$ cat config.mk
export PLATFORM = sky130hd
export DESIGN_NAME = sdm_status_display
export DESIGN_NICKNAME = d
export VERILOG_FILES = /design/src/design/sdm_pkg.sv /design/src/design/sdm_status_display.sv
export SDC_FILE = /design/constraint.sdc
export NUM_CORES = 1
export LEC_CHECK = 0
export BUFFER_PORTS_ARGS = -buffer_cell sky130_fd_sc_hd__buf_2
export CORE_MARGIN = 1
export CORE_UTILIZATION = 30
export DETAILED_ROUTE_END_ITERATION = 10
export GPL_ROUTABILITY_DRIVEN = 1
export PLACE_DENSITY = 0.51
export SETUP_SLACK_MARGIN = 0.02
export SYNTH_ARGS = -nofsm -noshare
export SYNTH_HDL_FRONTEND = slang
export SYNTH_SLANG_ARGS = --single-unit
$ cat constraint.sdc
create_clock -name pclk -period 2.5 [get_ports pclk]
set_input_delay 0.25 -clock pclk [delete_from_list [all_inputs] [get_ports pclk]]
set_output_delay 0.25 -clock pclk [all_outputs]
set_load 0.05 [all_outputs]
$ cat src/design/sdm_pkg.sv
// Package: types and constants of the status display and mode select block
`default_nettype none
package sdm_pkg;
    // Clock and timing
    localparam int SDM_CLK_PERIOD_NS = 20;   // 50 MHz pclk
    localparam int SDM_FLASH_HALF_MS = 250;  // Lamp flash half period
    localparam int SDM_DEBOUNCE_MS   = 10;   // Button must hold this long
    localparam logic [23:0] SDM_FLASH_CYC =
        24'(SDM_FLASH_HALF_MS * 1000000 / SDM_CLK_PERIOD_NS);
    localparam logic [23:0] SDM_DEB_CYC =
        24'(SDM_DEBOUNCE_MS * 1000000 / SDM_CLK_PERIOD_NS);

    // Register byte offsets
    localparam logic [11:0] SDM_CFG0_OFS = 12'h000; // Serial channel 0
    localparam logic [11:0] SDM_CFG1_OFS = 12'h004; // Serial channel 1
    localparam logic [11:0] SDM_CTRL_OFS = 12'h008; // View control
    localparam logic [11:0] SDM_STAT_OFS = 12'h00c; // Status, read only
    localparam int SDM_CFG_W      = 13;  // Writable width of a config reg
    localparam int SDM_CTRL_EXIT  = 0;   // Write 1: back to normal view
    localparam int SDM_STAT_VIEW  = 16;  // Field positions in status
    localparam int SDM_STAT_SW    = 19;
    localparam int SDM_STAT_ILK   = 23;
    localparam int SDM_STAT_LOOP  = 24;
    localparam int SDM_STAT_CAPT  = 25;

    // Mode switch codes
    localparam logic [3:0] SDM_SW_LOOP = 4'h8;

    // Protocol selected per channel
    typedef enum logic [1:0] {
        PROTO_USER = 2'h0,
        PROTO_DED  = 2'h1,
        PROTO_TOOL = 2'h2,
        PROTO_LOOP = 2'h3
    } sdm_proto_t;

    // Displayed view
    typedef enum logic [2:0] {
        V_NORM = 3'b001,
        V_STN  = 3'b010,
        V_SET  = 3'b100
    } sdm_view_t;

    // Per-channel settings, laid out as in the config registers
    typedef struct packed {
        logic [4:0] station; // [12:8]
        logic       aux;     // [7] ch0 modem, ch1 RS-485
        logic       stop2;   // [6]
        logic       even;    // [5]
        logic       par_en;  // [4]
        logic       data8;   // [3]
        logic [2:0] baud;    // [2:0]
    } sdm_chan_cfg_t;

    // Activity from one serial engine
    typedef struct packed {
        logic run;
        logic tx;
        logic rx;
        logic ack;       // Pulse: acknowledge sent
        logic nak;       // Pulse: negative acknowledge sent
        logic proto_err;
        logic serial_io_fault;
    } sdm_chan_in_t;

    // Decoded operating mode
    typedef struct packed {
        sdm_proto_t proto0;
        sdm_proto_t proto1;
        logic       interlock;
        logic       loopback;
        logic       ch1_en;
    } sdm_mode_t;

    // Whole block state
    typedef struct packed {
        logic [15:0]         led;
        sdm_view_t           view;
        logic [3:0]          mode_sw;
        logic                captured;
        sdm_mode_t           mode;
        sdm_chan_cfg_t [1:0] cfg;
        logic [1:0]          ack_on;
        logic [1:0]          nak_on;
        logic                btn_stable;
        logic [23:0]         deb_cnt;
        logic [23:0]         fl_cnt;
        logic                fl_ph;
        logic                pready;
        logic                pslverr;
        logic [31:0]         prdata;
    } sdm_state_t;
endpackage
`default_nettype wire

$ cat src/design/sdm_status_display.sv
// Front-panel lamps, display button views and mode switch decode
// Overview of operation
// - LEDs 0-2: ch0 run, transmit, receive
// - LEDs 8-10: ch1 run, transmit, receive
// - Ack lamp on at ack, nak lamp opposite
// - Error lamp on protocol or serial fault
// - LED 6 lit while modem configured
// - LED 7 flashes during host CPU exchange
// - LED 14 on in RS-485 mode
// - LED 15 flashes on serious fault
// - Each press alternates station and settings views
// - LED 15 on station view, off settings
// - Station numbers on LEDs 0-4, 8-12
// - Station view: LEDs 5-7,13 off, 14 on
// - Settings view: baud codes on 0-2, 8-10
// - Baud code 0..7 maps 300..38400 bps
// - LEDs 3/11 data width, 6/14 stop bits
// - LEDs 4/12 parity on, 5/13 even parity
// - Settings view holds LEDs 7, 15 off
// - Mode switch sampled once after reset
// - Switch 0-1 interlock, 2-7 alone, 8 loopback
// - Interlock: ch1 disabled, follows ch0 settings
// - Stand-alone: channels run independently
//
// The address map and the APB register port were left to the implementer.
`default_nettype none
module sdm_status_display
    import sdm_pkg::*;
#(
    parameter logic [23:0] FLASH_CYC = SDM_FLASH_CYC, // Half flash period
    parameter logic [23:0] DEB_CYC   = SDM_DEB_CYC    // Debounce hold
) (
    input  wire logic               pclk,
    input  wire logic               presetn,
    input  wire logic               psel,
    input  wire logic               penable,
    input  wire logic               pwrite,
    input  wire logic [11:0]        paddr,
    input  wire logic [31:0]        pwdata,
    output logic      [31:0]        prdata,
    output logic                    pready,
    output logic                    pslverr,
    input  wire sdm_chan_in_t [1:0] chan_in,
    input  wire logic               host_link_activity,
    input  wire logic               serious_fault,
    input  wire logic               disp_btn,
    input  wire logic [3:0]         mode_sw_in,
    output logic      [15:0]        led,
    output sdm_mode_t               mode
);
    sdm_state_t st;     // Registered state
    sdm_state_t n;      // Next state
    logic       wr_acc; // Write taken this edge
    logic       rd_set; // Setup cycle of any transfer
    logic       exit_wr;// Software return to normal view
    logic       press;  // Debounced press edge

    // Bus phase decode; the access ends on the cycle pready is high
    assign wr_acc  = psel & penable & pwrite & st.pready;
    assign rd_set  = psel & ~penable;
    assign exit_wr = wr_acc & (paddr == SDM_CTRL_OFS)
                     & pwdata[SDM_CTRL_EXIT];

    // Next-state logic for everything the block holds
    always_comb begin
        sdm_chan_cfg_t ec;
        int            b;
        n     = st;
        ec    = '0;
        b     = 0;
        press = 1'b0;

        // Mode switch taken on the first edge after reset only;
        // later switch moves are ignored until the next reset
        if (!st.captured) begin
            n.captured = 1'b1;
            n.mode_sw  = mode_sw_in;
            // Start from all-off so unused fields stay zero
            n.mode     = '0;
            unique case (mode_sw_in)
                4'h0: begin
                    n.mode.proto0    = PROTO_USER;
                    n.mode.proto1    = PROTO_USER;
                    n.mode.interlock = 1'b1;
                end
                4'h1: begin
                    n.mode.proto0    = PROTO_DED;
                    n.mode.proto1    = PROTO_DED;
                    n.mode.interlock = 1'b1;
                end
                4'h2: begin
                    n.mode.proto0 = PROTO_USER;
                    n.mode.proto1 = PROTO_USER;
                end
                4'h3: begin
                    n.mode.proto0 = PROTO_DED;
                    n.mode.proto1 = PROTO_DED;
                end
                4'h4: begin
                    n.mode.proto0 = PROTO_USER;
                    n.mode.proto1 = PROTO_DED;
                end
                4'h5: begin
                    n.mode.proto0 = PROTO_DED;
                    n.mode.proto1 = PROTO_USER;
                end
                4'h6: begin
                    n.mode.proto0 = PROTO_TOOL;
                    n.mode.proto1 = PROTO_USER;
                end
                4'h7: begin
                    n.mode.proto0 = PROTO_TOOL;
                    n.mode.proto1 = PROTO_DED;
                end
                SDM_SW_LOOP: begin
                    n.mode.proto0   = PROTO_LOOP;
                    n.mode.proto1   = PROTO_LOOP;
                    n.mode.loopback = 1'b1;
                end
                // Codes 9-15 have no mode; fall back to the safest one
                default: begin
                    n.mode.interlock = 1'b1;
                end
            endcase
            // Channel 1 is only a data path when not interlocked
            n.mode.ch1_en = ~n.mode.interlock;
        end

        // Debounce: raw level must differ for DEB_CYC cycles in a row
        // Release is filtered too, so bounce on release cannot re-press
        if (disp_btn == st.btn_stable) begin
            n.deb_cnt = '0;
        end else if (st.deb_cnt == DEB_CYC - 24'h000001) begin
            n.deb_cnt    = '0;
            n.btn_stable = disp_btn;
            press        = disp_btn;
        end else begin
            n.deb_cnt = st.deb_cnt + 24'h000001;
        end

        // View sequence: station first, then alternate per press
        // A software exit outranks a press in the same cycle
        if (exit_wr) begin
            n.view = V_NORM;
        end else if (press) begin
            unique case (st.view)
                V_NORM:  n.view = V_STN;
                V_STN:   n.view = V_SET;
                V_SET:   n.view = V_STN;
                default: n.view = V_NORM;
            endcase
        end

        // Flash phase for the blinking lamps
        // One shared phase keeps both flashing lamps in step
        if (st.fl_cnt == FLASH_CYC - 24'h000001) begin
            n.fl_cnt = '0;
            n.fl_ph  = ~st.fl_ph;
        end else begin
            n.fl_cnt = st.fl_cnt + 24'h000001;
        end

        // Acknowledge lamps; a nak in the same cycle wins the pair
        // Sticky: only the opposite pulse turns a lamp off
        for (int c = 0; c < 2; c++) begin
            if (chan_in[c].nak) begin
                n.ack_on[c] = 1'b0;
                n.nak_on[c] = 1'b1;
            end else if (chan_in[c].ack) begin
                n.ack_on[c] = 1'b1;
                n.nak_on[c] = 1'b0;
            end
        end

        // Register writes take effect on the completing edge
        // Other offsets, status included, drop the write
        if (wr_acc && paddr == SDM_CFG0_OFS) begin
            n.cfg[0] = sdm_chan_cfg_t'(pwdata[SDM_CFG_W-1:0]);
        end
        if (wr_acc && paddr == SDM_CFG1_OFS) begin
            n.cfg[1] = sdm_chan_cfg_t'(pwdata[SDM_CFG_W-1:0]);
        end

        // Lamps, built from next state so they move with the view
        for (int c = 0; c < 2; c++) begin
            b = c * 8;
            // Interlocked: channel 1 runs with channel 0 settings
            ec = (c == 1 && n.mode.interlock) ? n.cfg[0] : n.cfg[c];
            unique case (n.view)
                V_STN: begin
                    n.led[b +: 5] = n.cfg[c].station;
                    n.led[b + 5]  = 1'b0;
                    n.led[b + 6]  = (c == 1);
                    n.led[b + 7]  = (c == 1);
                end
                V_SET: begin
                    // Code n selects 300 * 2**n bps; 0 is 76800 on
                    // channel 1 in later firmware, so pass raw code
                    n.led[b +: 3] = ec.baud;
                    n.led[b + 3]  = ec.data8;
                    n.led[b + 4]  = ec.par_en;
                    n.led[b + 5]  = ec.even;
                    n.led[b + 6]  = ec.stop2;
                    n.led[b + 7]  = 1'b0;
                end
                default: begin
                    if (c == 0) begin
                        n.led[0] = chan_in[0].run;
                    end else begin
                        n.led[8] = chan_in[1].run
                                   & n.mode.ch1_en;
                    end
                    n.led[b + 1] = chan_in[c].tx;
                    n.led[b + 2] = chan_in[c].rx;
                    n.led[b + 3] = n.ack_on[c];
                    n.led[b + 4] = n.nak_on[c];
                    n.led[b + 5] = chan_in[c].proto_err
                        | chan_in[c].serial_io_fault;
                    // Ch0: modem selected, ch1: RS-485 selected
                    n.led[b + 6] = n.cfg[c].aux;
                    n.led[b + 7] = (c == 0)
                        ? host_link_activity & n.fl_ph
                        : serious_fault & n.fl_ph;
                end
            endcase
        end

        // Read data is prepared in the setup cycle, one wait-free
        // access follows; unmapped offsets answer with an error
        n.pready  = rd_set;
        n.pslverr = 1'b0;
        n.prdata  = '0;
        if (rd_set) begin
            unique case (paddr)
                SDM_CFG0_OFS: n.prdata[SDM_CFG_W-1:0] = st.cfg[0];
                SDM_CFG1_OFS: n.prdata[SDM_CFG_W-1:0] = st.cfg[1];
                SDM_CTRL_OFS: n.prdata = '0; // Exit bit reads zero
                SDM_STAT_OFS: begin
                    n.prdata[15:0]             = st.led;
                    n.prdata[SDM_STAT_VIEW+:3] = st.view;
                    n.prdata[SDM_STAT_SW+:4]   = st.mode_sw;
                    n.prdata[SDM_STAT_ILK]     = st.mode.interlock;
                    n.prdata[SDM_STAT_LOOP]    = st.mode.loopback;
                    n.prdata[SDM_STAT_CAPT]    = st.captured;
                end
                default: n.pslverr = 1'b1;
            endcase
        end
    end

    // State register; reset takes constants only
    // Clearing the capture flag makes every reset re-read the switch
    always_ff @(posedge pclk or negedge presetn) begin
        if (!presetn) begin
            st      <= '0;
            st.view <= V_NORM;
        end else begin
            st <= n;
        end
    end

    // Outputs straight from the state register
    // No gates after the flops, so no lamp can glitch
    assign led     = st.led;
    assign mode    = st.mode;
    assign prdata  = st.prdata;
    assign pready  = st.pready;
    assign pslverr = st.pslverr;
endmodule
`default_nettype wire

==> results_tabular.tex, run 1 <==
\begin{tabular}{lr}
\hline
Metric & Value \\
\hline
\multicolumn{2}{l}{\textbf{Outcome}} \\
\quad Outcome & finished clean \\
\multicolumn{2}{l}{\textbf{Die}} \\
\quad Number of placed I/O pins & $\sim$130 \\
\quad Cell row count & 54 \\
\quad Starting utilization of the core area & 0.307 \\
\quad Die height & roughly 150 µm \\
\quad Placeable core area & $\sim$22,000 µm² \\
\quad Die boundary width & between 150 and 200 µm \\
\quad Floorplan die area & between 20,000 and 25,000 µm² \\
\multicolumn{2}{l}{\textbf{Worst hold path}} \\
\quad Startpoint of the tightest hold check path & penable \\
\quad Class of the most critical hold timing path & input pin to flip-flop \\
\quad End of the worst hold path & pready\$\_DFF\_PN0\_ \\
\quad Hold path depth & 2 \\
\multicolumn{2}{l}{\textbf{Setup path}} \\
\quad Data required time at the worst endpoint & about 2800 ps \\
\quad Endpoint kind of the worst setup timing path & flip-flop \\
\quad Top fanout value on the critical path & 7 \\
\quad Delay of the slowest critical-path stage & roughly 520 ps \\
\quad Flop-to-flop setup slack & between 150 and 200 ps \\
\quad Startpoint of the worst register-to-register path & st[59]\$\_DFF\_PN0\_ \\
\quad Kind of start point of the critical path & flip-flop \\
\quad CP cell instances & ha\_1 > nand4\_1 > buf\_4 > or4b\_4 > o211ai\_2 > a211o\_4 > buf\_12 > a21o\_1 > nand3\_1 \\
\quad Category of the most critical setup path & flip-flop to flip-flop \\
\quad Cell at the slowest stage of the critical path & or4b\_4 \\
\quad Crit path DAT & roughly 2600 ps \\
\quad Worst r2r path cells & 9 \\
\quad Reg2Reg Capture Point & led[4]\$\_DFF\_PN0\_ \\
\multicolumn{2}{l}{\textbf{Clock tree}} \\
\quad Total clock buffers created by CTS & 17 \\
\quad Worst-case clock buffer depth & 2 \\
\quad Clock H-tree levels & 4 \\
\quad Clock root buffer & clkbuf\_16 \\
\quad Sink count of the clock tree & about 140 \\
\quad CTS tree & built \\
\quad Clock Latency Late Sink & between 400 and 500 ps \\
\quad Clk pin slew, worst setup/hold paths & around 60 ps \\
\multicolumn{2}{l}{\textbf{Final layout}} \\
\quad Total area of multi-input combinational cells & between 2000 and 3000 µm² \\
\quad Final antenna diode count & 0 \\
\quad Number of fillers in the final layout & about 2.2k \\
\quad Number of nets in the final layout & 772 \\
\quad Register area & about 3500 µm² \\
\quad Share of layout cells above drive strength 1 & 0.304 \\
\quad Area growth from synthesis to layout & 19.2\% \\
\quad Final instance area & approximately 8000 µm² \\
\multicolumn{2}{l}{\textbf{Timing}} \\
\quad Setup slack after layout & 171 ps \\
\quad Max\_slew headroom & 0.475 \\
\quad Clock Skew & around 15 ps \\
\quad Final setup violation count & 0 \\
\quad Top achievable clock speed & $\sim$430 MHz \\
\quad Part of the cycle the worst path needs & 0.931 \\
\quad RSZ-0062 raised after global routing & false \\
\quad Tightest Pin Transition & between 700 and 800 ps \\
\quad Final count of hold timing violations & 0 \\
\quad Sum of negative setup slack & 0 ps \\
\quad Post-layout minimum cycle time & around 2300 ps \\
\quad Final-report max-slew violation count & 0 \\
\multicolumn{2}{l}{\textbf{Synth}} \\
\quad Number of different library cells in the post-synthesis netlist & 59 \\
\quad Synthesized instance count & approximately 620 \\
\quad Synthesized area per cell & $\sim$11 µm² \\
\quad Sequential cell area fraction in the yosys report & 0.520 \\
\quad Synthesized flop and latch total & approximately 140 \\
\quad Yosys Warn Count & 0 \\
\quad Number of enable-type register cells in the synthesized netlist & 0 \\
\quad Cell area after synthesis & 6700 µm² \\
\quad Prevailing post-synth register cell & dfrtp\_1 \\
\quad Async set-or-reset flop fraction in the synthesized netlist & 1.00 \\
\multicolumn{2}{l}{\textbf{Detailed routing}} \\
\quad Count of routing violations after the opening detailed-route iteration & 231 \\
\quad Post-DR wirelength/cell & between 15 and 20 µm \\
\quad Via total after detailed routing & 4,714 \\
\quad Length of the first detailed-routing pass in iterations & 4 \\
\quad Routed Wire Length & 15,500 µm \\
\quad Drt drc & 0 \\
\quad Vias per cell & about 4.7 \\
\quad Post-DRT Antenna Nets & 0 \\
\multicolumn{2}{l}{\textbf{GRT}} \\
\quad Wire length of the first global-routing pass & about 25,000 µm \\
\quad Initial antenna violation count & 1 \\
\quad Number of global-route vias before repair & 4,732 \\
\quad Overall fraction of global-route tracks in use & 0.143 \\
\quad Overflow left after global routing & 0 \\
\quad Pin count of the biggest net entering global routing & 66 \\
\multicolumn{2}{l}{\textbf{Place}} \\
\quad Post-DP HPWL & around 11,000 µm \\
\quad Post-detailed-placement cell area & 7290 µm² \\
\quad Final Wtd Congestion & between 0.8 and 0.9 \\
\quad Count of buffers from port buffering & just over 100 \\
\quad Post-place setup slack & -110 ps \\
\multicolumn{2}{l}{\textbf{Flow run}} \\
\quad Max capacitance violation total & 0 \\
\multicolumn{2}{l}{\textbf{Pwr}} \\
\quad Power per cell area & 655 nW/µm² \\
\quad Standby leakage power & between 3 and 4 nW \\
\quad Peak supply drop & 0.000448 V \\
\hline
\end{tabular}
[where the power goes]
part / switching (mW) / leakage (nW) / internal (mW) / total [mW]
Combinational: 0.262 / 1.69 / 0.120 / 0.382
Sequential: 0.0228 / 1.86 / 2.29 / 2.31
Clock: 1.02 / 0.273 / 1.51 / 2.54
Total: 1.31 / 3.83 / 3.92 / 5.23
[final cells by class]
class	instances	area share
inverters	10	0.00470
multi-input cells	400	0.337
flip-flops and latches	139	0.436
repair buffers	132	0.104
clock inverters	14	0.0198
clock buffers	18	0.0550
well taps	280	0.0439
[layout by cell type, fill, tap and decap left out, types with 3 or more instances in the layout]
cell type,count
a22oi_1,13
a21oi_1,6
and4_1,9
o21ai_0,7
buf_2,100
nand4_1,14
a21o_1,5
dlygate4sd3_1,3
inv_6,6
dfrtp_1,138
buf_12,6
xor2_1,27
nand2_1,37
nor2_1,65
clkinvlp_4,6
conb_1,7
inv_1,10
nand3_1,39
nor4_1,5
and2_1,15
nand2b_1,14
nor3_1,10
mux2_2,41
nor2b_1,6
buf_4,22
o22a_1,7
o211ai_1,6
xnor2_1,19
clkbuf_16,17
o21ai_1,3
and3_1,8
[state kept, by name, summed over array words and instances (netlist names)]
register,flops
pslverr,1
led,16
st,88
mode,7
pready,1
prdata,26
[stage by stage]
step	hold WS (ps)	util	std cells	total power, mW
detailed placement	300	0.334	955	2.74
floorplan	-45.6	-	624	2.60
finish	26.4	0.366	993	5.23
global placement	285	0.334	955	2.73
CTS	2.91	0.363	990	5.31
global route	24.8	0.366	993	5.44
[critical path: cells and delay by family (launching register included)]
kind | cells | cell delay, ps
compound gates | 3 | 620
fa+ha+maj | 1 | 180
buf+inv | 2 | 320
simple gates | 3 | 740
flops | 1 | 360
[repair_timing]
item / 4_1_cts / 5_1_grt
pin swaps: 0 / 2
gates resized for setup: 1 / 0
setup buffers: 0 / 3
hold endpoints to repair: 64 / 0
gates cloned: 0 / 0
endpoints found under the setup margin: 11 / 7
hold buffers: 3 / 0
[how the worst max path moves through the flow]
stage	startpoint	endpoint	slack [ps]	cells after the start
after global placement	st[78]$_DFF_PN0_	led[9]$_DFF_PN0_	-80	6
final	st[59]$_DFF_PN0_	led[4]$_DFF_PN0_	170	9
after CTS	st[65]$_DFF_PN0_	led[10]$_DFF_PN0_	90	6
after detailed placement	st[65]$_DFF_PN0_	led[12]$_DFF_PN0_	-110	6
after global routing	st[65]$_DFF_PN0_	led[13]$_DFF_PN0_	20	6
after floorplan	st[59]$_DFF_PN0_	led[11]$_DFF_PN0_	490	8
[cells by family after synthesis]
family,count (synthesis),synth area share
AOI/OAI and AO/OA,62,0.0684
DFF,139,0.520
and+or+nand+nor,240,0.192
muxes,43,0.0721
other,2,0.00112
buffers and inverters,85,0.0828
xor gates and xnor gates,46,0.0602
adders and majority gates,2,0.00374
[cells in the mapped netlist, types with 2 or more instances]
master | instances | share of area
a22oi_1 | 13 | 0.015
buf_2 | 8 | 0.0060
nor4_1 | 5 | 0.0047
and4_1 | 9 | 0.012
nand2b_1 | 14 | 0.013
nand3_1 | 39 | 0.029
o211ai_1 | 6 | 0.0067
nand4_1 | 14 | 0.013
buf_1 | 2 | 0.0011
nor2b_1 | 6 | 0.0056
xor2_1 | 27 | 0.035
nor3_1 | 10 | 0.0075
dfrtp_1 | 138 | 0.52
a31oi_1 | 2 | 0.0019
nor3b_1 | 2 | 0.0022
o21ai_0 | 7 | 0.0052
a21oi_1 | 6 | 0.0045
inv_1 | 10 | 0.0056
or3_1 | 2 | 0.0019
nor4b_2 | 2 | 0.0045
o31ai_1 | 2 | 0.0022
ha_1 | 2 | 0.0037
mux2_2 | 41 | 0.069
clkbuf_1 | 7 | 0.0039
nand2_1 | 37 | 0.021
buf_4 | 56 | 0.063
and3_1 | 8 | 0.0075
and2_1 | 15 | 0.014
o21ai_1 | 3 | 0.0022
o22a_1 | 7 | 0.0092
a21o_1 | 5 | 0.0056
nor2_1 | 65 | 0.036
nor4_2 | 2 | 0.0037
nor4b_1 | 2 | 0.0026
conb_1 | 2 | 0.0011
xnor2_1 | 19 | 0.025
buf_6 | 2 | 0.0034
[metal layers]
layer  wire length, µm  share of wire  global-route usage
met4               299          0.019              0.0710
met3               779          0.050              0.0292
met1              7190           0.46               0.183
met2              7220           0.47               0.228
met5                 0              0                   0
(Power assumes the default switching activity.)
==> inputs of run 2 (changes only) <==
--- a/config.mk
+++ b/config.mk
@@ -10,7 +10,7 @@
 export CORE_UTILIZATION = 30
 export DETAILED_ROUTE_END_ITERATION = 10
 export GPL_ROUTABILITY_DRIVEN = 1
-export PLACE_DENSITY = 0.51
+export PLACE_DENSITY = 0.53
 export SETUP_SLACK_MARGIN = 0.02
 export SYNTH_ARGS = -nofsm -noshare
 export SYNTH_HDL_FRONTEND = slang
==> constraint.sdc (replaced) <==
create_clock -name pclk -period 1.9 [get_ports pclk]
set_input_delay 0.19 -clock pclk [delete_from_list [all_inputs] [get_ports pclk]]
set_output_delay 0.19 -clock pclk [all_outputs]
set_load 0.05 [all_outputs]
==> run 2 against run 1 <==
The flow now finishes with violations (setup timing). Setup slack worse by 370 ps. Sequential share of layout area is 2.3 points lower. Wire length is 3.4% higher. Combinational power is 36% higher. Total power is 31% higher. Flip-flop and latch count stayed put. Fmax is 11% higher. Global-route usage is 0.13 points lower. Count of clock-buffer cells in the layout is 6 higher. Non-clock buffer count is 41 higher. Critical path depth is 1 lower.
==> results_tabular.tex, run 2 (same netlist as run 1, synthesis figures left out) <==
\begin{tabular}{lr}
\hline
Metric & Value \\
\hline
\multicolumn{2}{l}{\textbf{Clock tree}} \\
\quad Total clock buffers created by CTS & 17 (unchanged) \\
\quad CTS tree & built \\
\quad Worst-case clock buffer depth & 2 (unchanged) \\
\quad Clock H-tree levels & 4 (unchanged) \\
\quad Clock Latency Late Sink & 420 ps (about the same) \\
\quad Clk pin slew, worst setup/hold paths & 60 ps (about the same) \\
\quad Clock root buffer & clkbuf\_16 \\
\quad Sink count of the clock tree & 139 (unchanged) \\
\multicolumn{2}{l}{\textbf{Final layout}} \\
\quad Area growth from synthesis to layout & 26.0\% \\
\quad Register area & 3480 µm² (about the same) \\
\quad Fin cells & 1,035 (+4.2\%) \\
\quad Number of flip-flops in the largest register & 88 (unchanged) \\
\quad Leading cell type in the layout, fill and taps excluded & dfrtp\_1 \\
\quad Number of fillers in the final layout & 2,153 (-0.97\%) \\
\quad Share of layout cells above drive strength 1 & 0.362 (+0.0577) \\
\quad Biggest register & st \\
\quad Total area of multi-input combinational cells & 2810 µm² (+4.5\%) \\
\quad Number of nets in the final layout & 814 (+5.4\%) \\
\quad Commonest non-fill, non-tap cells in the layout & dfrtp\_1 (136), buf\_2 (100), nor2\_1 (64) \\
\multicolumn{2}{l}{\textbf{Setup path}} \\
\quad Endpoint kind of the worst setup timing path & flip-flop \\
\quad Startpoint of the worst register-to-register path & st[59]\$\_DFF\_PN0\_ \\
\quad Data required time at the worst endpoint & 2190 ps (-630 ps) \\
\quad Category of the most critical setup path & flip-flop to flip-flop \\
\quad Top fanout value on the critical path & 6 (-1) \\
\quad Kind of start point of the critical path & flip-flop \\
\quad CP Launch Point & st[59]\$\_DFF\_PN0\_ \\
\quad Crit path DAT & 2390 ps (-250 ps) \\
\multicolumn{2}{l}{\textbf{Pwr}} \\
\quad Peak supply drop & 0.000553 V (+23\%) \\
\quad Post-route total power & 6.85 mW (+31\%) \\
\quad Standby leakage power & 4.09 nW (+6.9\%) \\
\quad Power per cell area & 812 nW/µm² (+24\%) \\
\multicolumn{2}{l}{\textbf{Die}} \\
\quad Floorplan die area & 22,900 µm² (unchanged) \\
\quad Placeable core area & 21,800 µm² (unchanged) \\
\quad Number of placed I/O pins & 127 (unchanged) \\
\quad Cell row count & 54 (unchanged) \\
\quad Starting utilization of the core area & 0.307 (unchanged) \\
\quad Die boundary width & 151 µm (unchanged) \\
\quad Die height & 151 µm (unchanged) \\
\multicolumn{2}{l}{\textbf{GRT}} \\
\quad Pin count of the biggest net entering global routing & 45 (-32\%) \\
\quad Initial antenna violation count & 2 (+1) \\
\quad Wire length of the first global-routing pass & 24,500 µm (-1.1\%) \\
\quad Number of global-route vias before repair & 4,755 (+0.49\%) \\
\quad Overall fraction of global-route tracks in use & 0.142 (-0.00126) \\
\quad Overflow left after global routing & 0 (unchanged) \\
\multicolumn{2}{l}{\textbf{Timing}} \\
\quad Final-report max-slew violation count & 0 (unchanged) \\
\quad Setup slack after layout & -200 ps (-372 ps) \\
\quad Max\_slew headroom & 0.229 (-0.245) \\
\quad Final count of hold timing violations & 0 (unchanged) \\
\quad Final setup violation count & 18 (+18) \\
\quad Part of the cycle the worst path needs & 1.11 (+0.174) \\
\quad Sum of negative setup slack & -2860 ps (-2860 ps) \\
\quad Final-layout worst hold slack & 17.5 ps (-8.87 ps) \\
\quad Clock Skew & 7.84 ps (-7.37 ps) \\
\quad Top achievable clock speed & 476 MHz (+11\%) \\
\quad Post-layout minimum cycle time & 2100 ps (-228 ps) \\
\quad RSZ-0062 raised after global routing & true \\
\quad Tightest Pin Transition & 1150 ps (+386 ps) \\
\multicolumn{2}{l}{\textbf{Flow run}} \\
\quad Max capacitance violation total & 0 (unchanged) \\
\multicolumn{2}{l}{\textbf{Place}} \\
\quad Post-place setup slack & -173 ps (-63.2 ps) \\
\quad Final Wtd Congestion & 0.792 (-1.7\%) \\
\quad Post-placement cell count & 993 (+4.0\%) \\
\quad Count of buffers from port buffering & 101 (unchanged) \\
\quad Post-DP HPWL & 10,900 µm (-0.58\%) \\
\multicolumn{2}{l}{\textbf{Outcome}} \\
\quad Violations in the final reports & setup timing \\
\quad Outcome & finished with violations \\
\multicolumn{2}{l}{\textbf{Worst hold path}} \\
\quad Startpoint of the tightest hold check path & chan\_in[12] \\
\quad Class of the most critical hold timing path & input pin to flip-flop \\
\multicolumn{2}{l}{\textbf{Detailed routing}} \\
\quad Vias per cell & 4.66 (-1.8\%) \\
\quad Post-DRT Antenna Nets & 0 (unchanged) \\
\quad Post-DR wirelength/cell & 15.5 µm (-0.78\%) \\
\quad Drt drc & 0 (unchanged) \\
\quad Routed Wire Length & 16,000 µm (+3.4\%) \\
\quad Count of routing violations after the opening detailed-route iteration & 245 (+6.1\%) \\
\quad Length of the first detailed-routing pass in iterations & 6 (+2) \\
\quad Via total after detailed routing & 4,827 (+2.4\%) \\
\hline
\end{tabular}
[run 2: report_power, final]
group | total [mW] | switching, mW | leakage (nW) | internal [mW]
logic | 0.519 | 0.348 | 1.94 | 0.171
registers | 3.04 | 0.0296 | 1.86 | 3.01
clock network | 3.29 | 1.20 | 0.292 | 2.09
total | 6.85 | 1.58 | 4.09 | 5.28
[run 2: repair_timing]
action | CTS | global route
resized for setup | 4 | 16
gates cloned | 0 | 4
hold buffers | 5 | 0
pin swaps | 2 | 5
endpoints found under the hold margin | 43 | 0
buffers inserted | 0 | 1
setup endpoints to repair | 41 | 46
[run 2: cell type report]
type                    instances  share of cell area
repair buffers                173               0.138
inverters                      10             0.00445
multi-input cells             401               0.333
diodes                          1            0.000297
well taps                     280              0.0415
clock inverters                 7              0.0104
clock buffers                  24              0.0595
flip-flops and latches        139               0.413
[run 2: critical path: stages, from the launching register on]
cell and delay, ps:
dfrtp_1 350, ha_2 190, nand4_1 140, or4b_4 560
o21ai_2 180, a21o_4 200, clkbuf_16 170, nand2_4 50
a2bb2oi_1 120
[run 2: worst paths after layout]
check,end,slack [ps],cells after the start
max,led[14]$_DFF_PN0_,-200,8
min,led[9]$_DFF_PN0_,20,3
max reg2reg,led[14]$_DFF_PN0_,-200,8
min reg2reg,mode[4]$_DFFE_PN0N_,470,1
max in group asynchronous,st[80]$_DFF_PN0_,1060,3
min in group asynchronous,prdata[24]$_DFF_PN0_,280,2
[run 2: metal layers]
metal	part of all wire	track usage	up-vias
li1	-	-	2342
met1	0.45	0.179	2345
met2	0.47	0.230	127
met3	0.058	0.0389	13
met4	0.014	0.0525	0
met5	0	0	-
[run 2: per-stage QoR]
step	cell area (µm²)	util
after global routing	8430	0.386
final	8440	0.387
after global placement	7610	0.349
after CTS	8280	0.379
after floorplan	6740	-
after detailed placement	7610	0.349
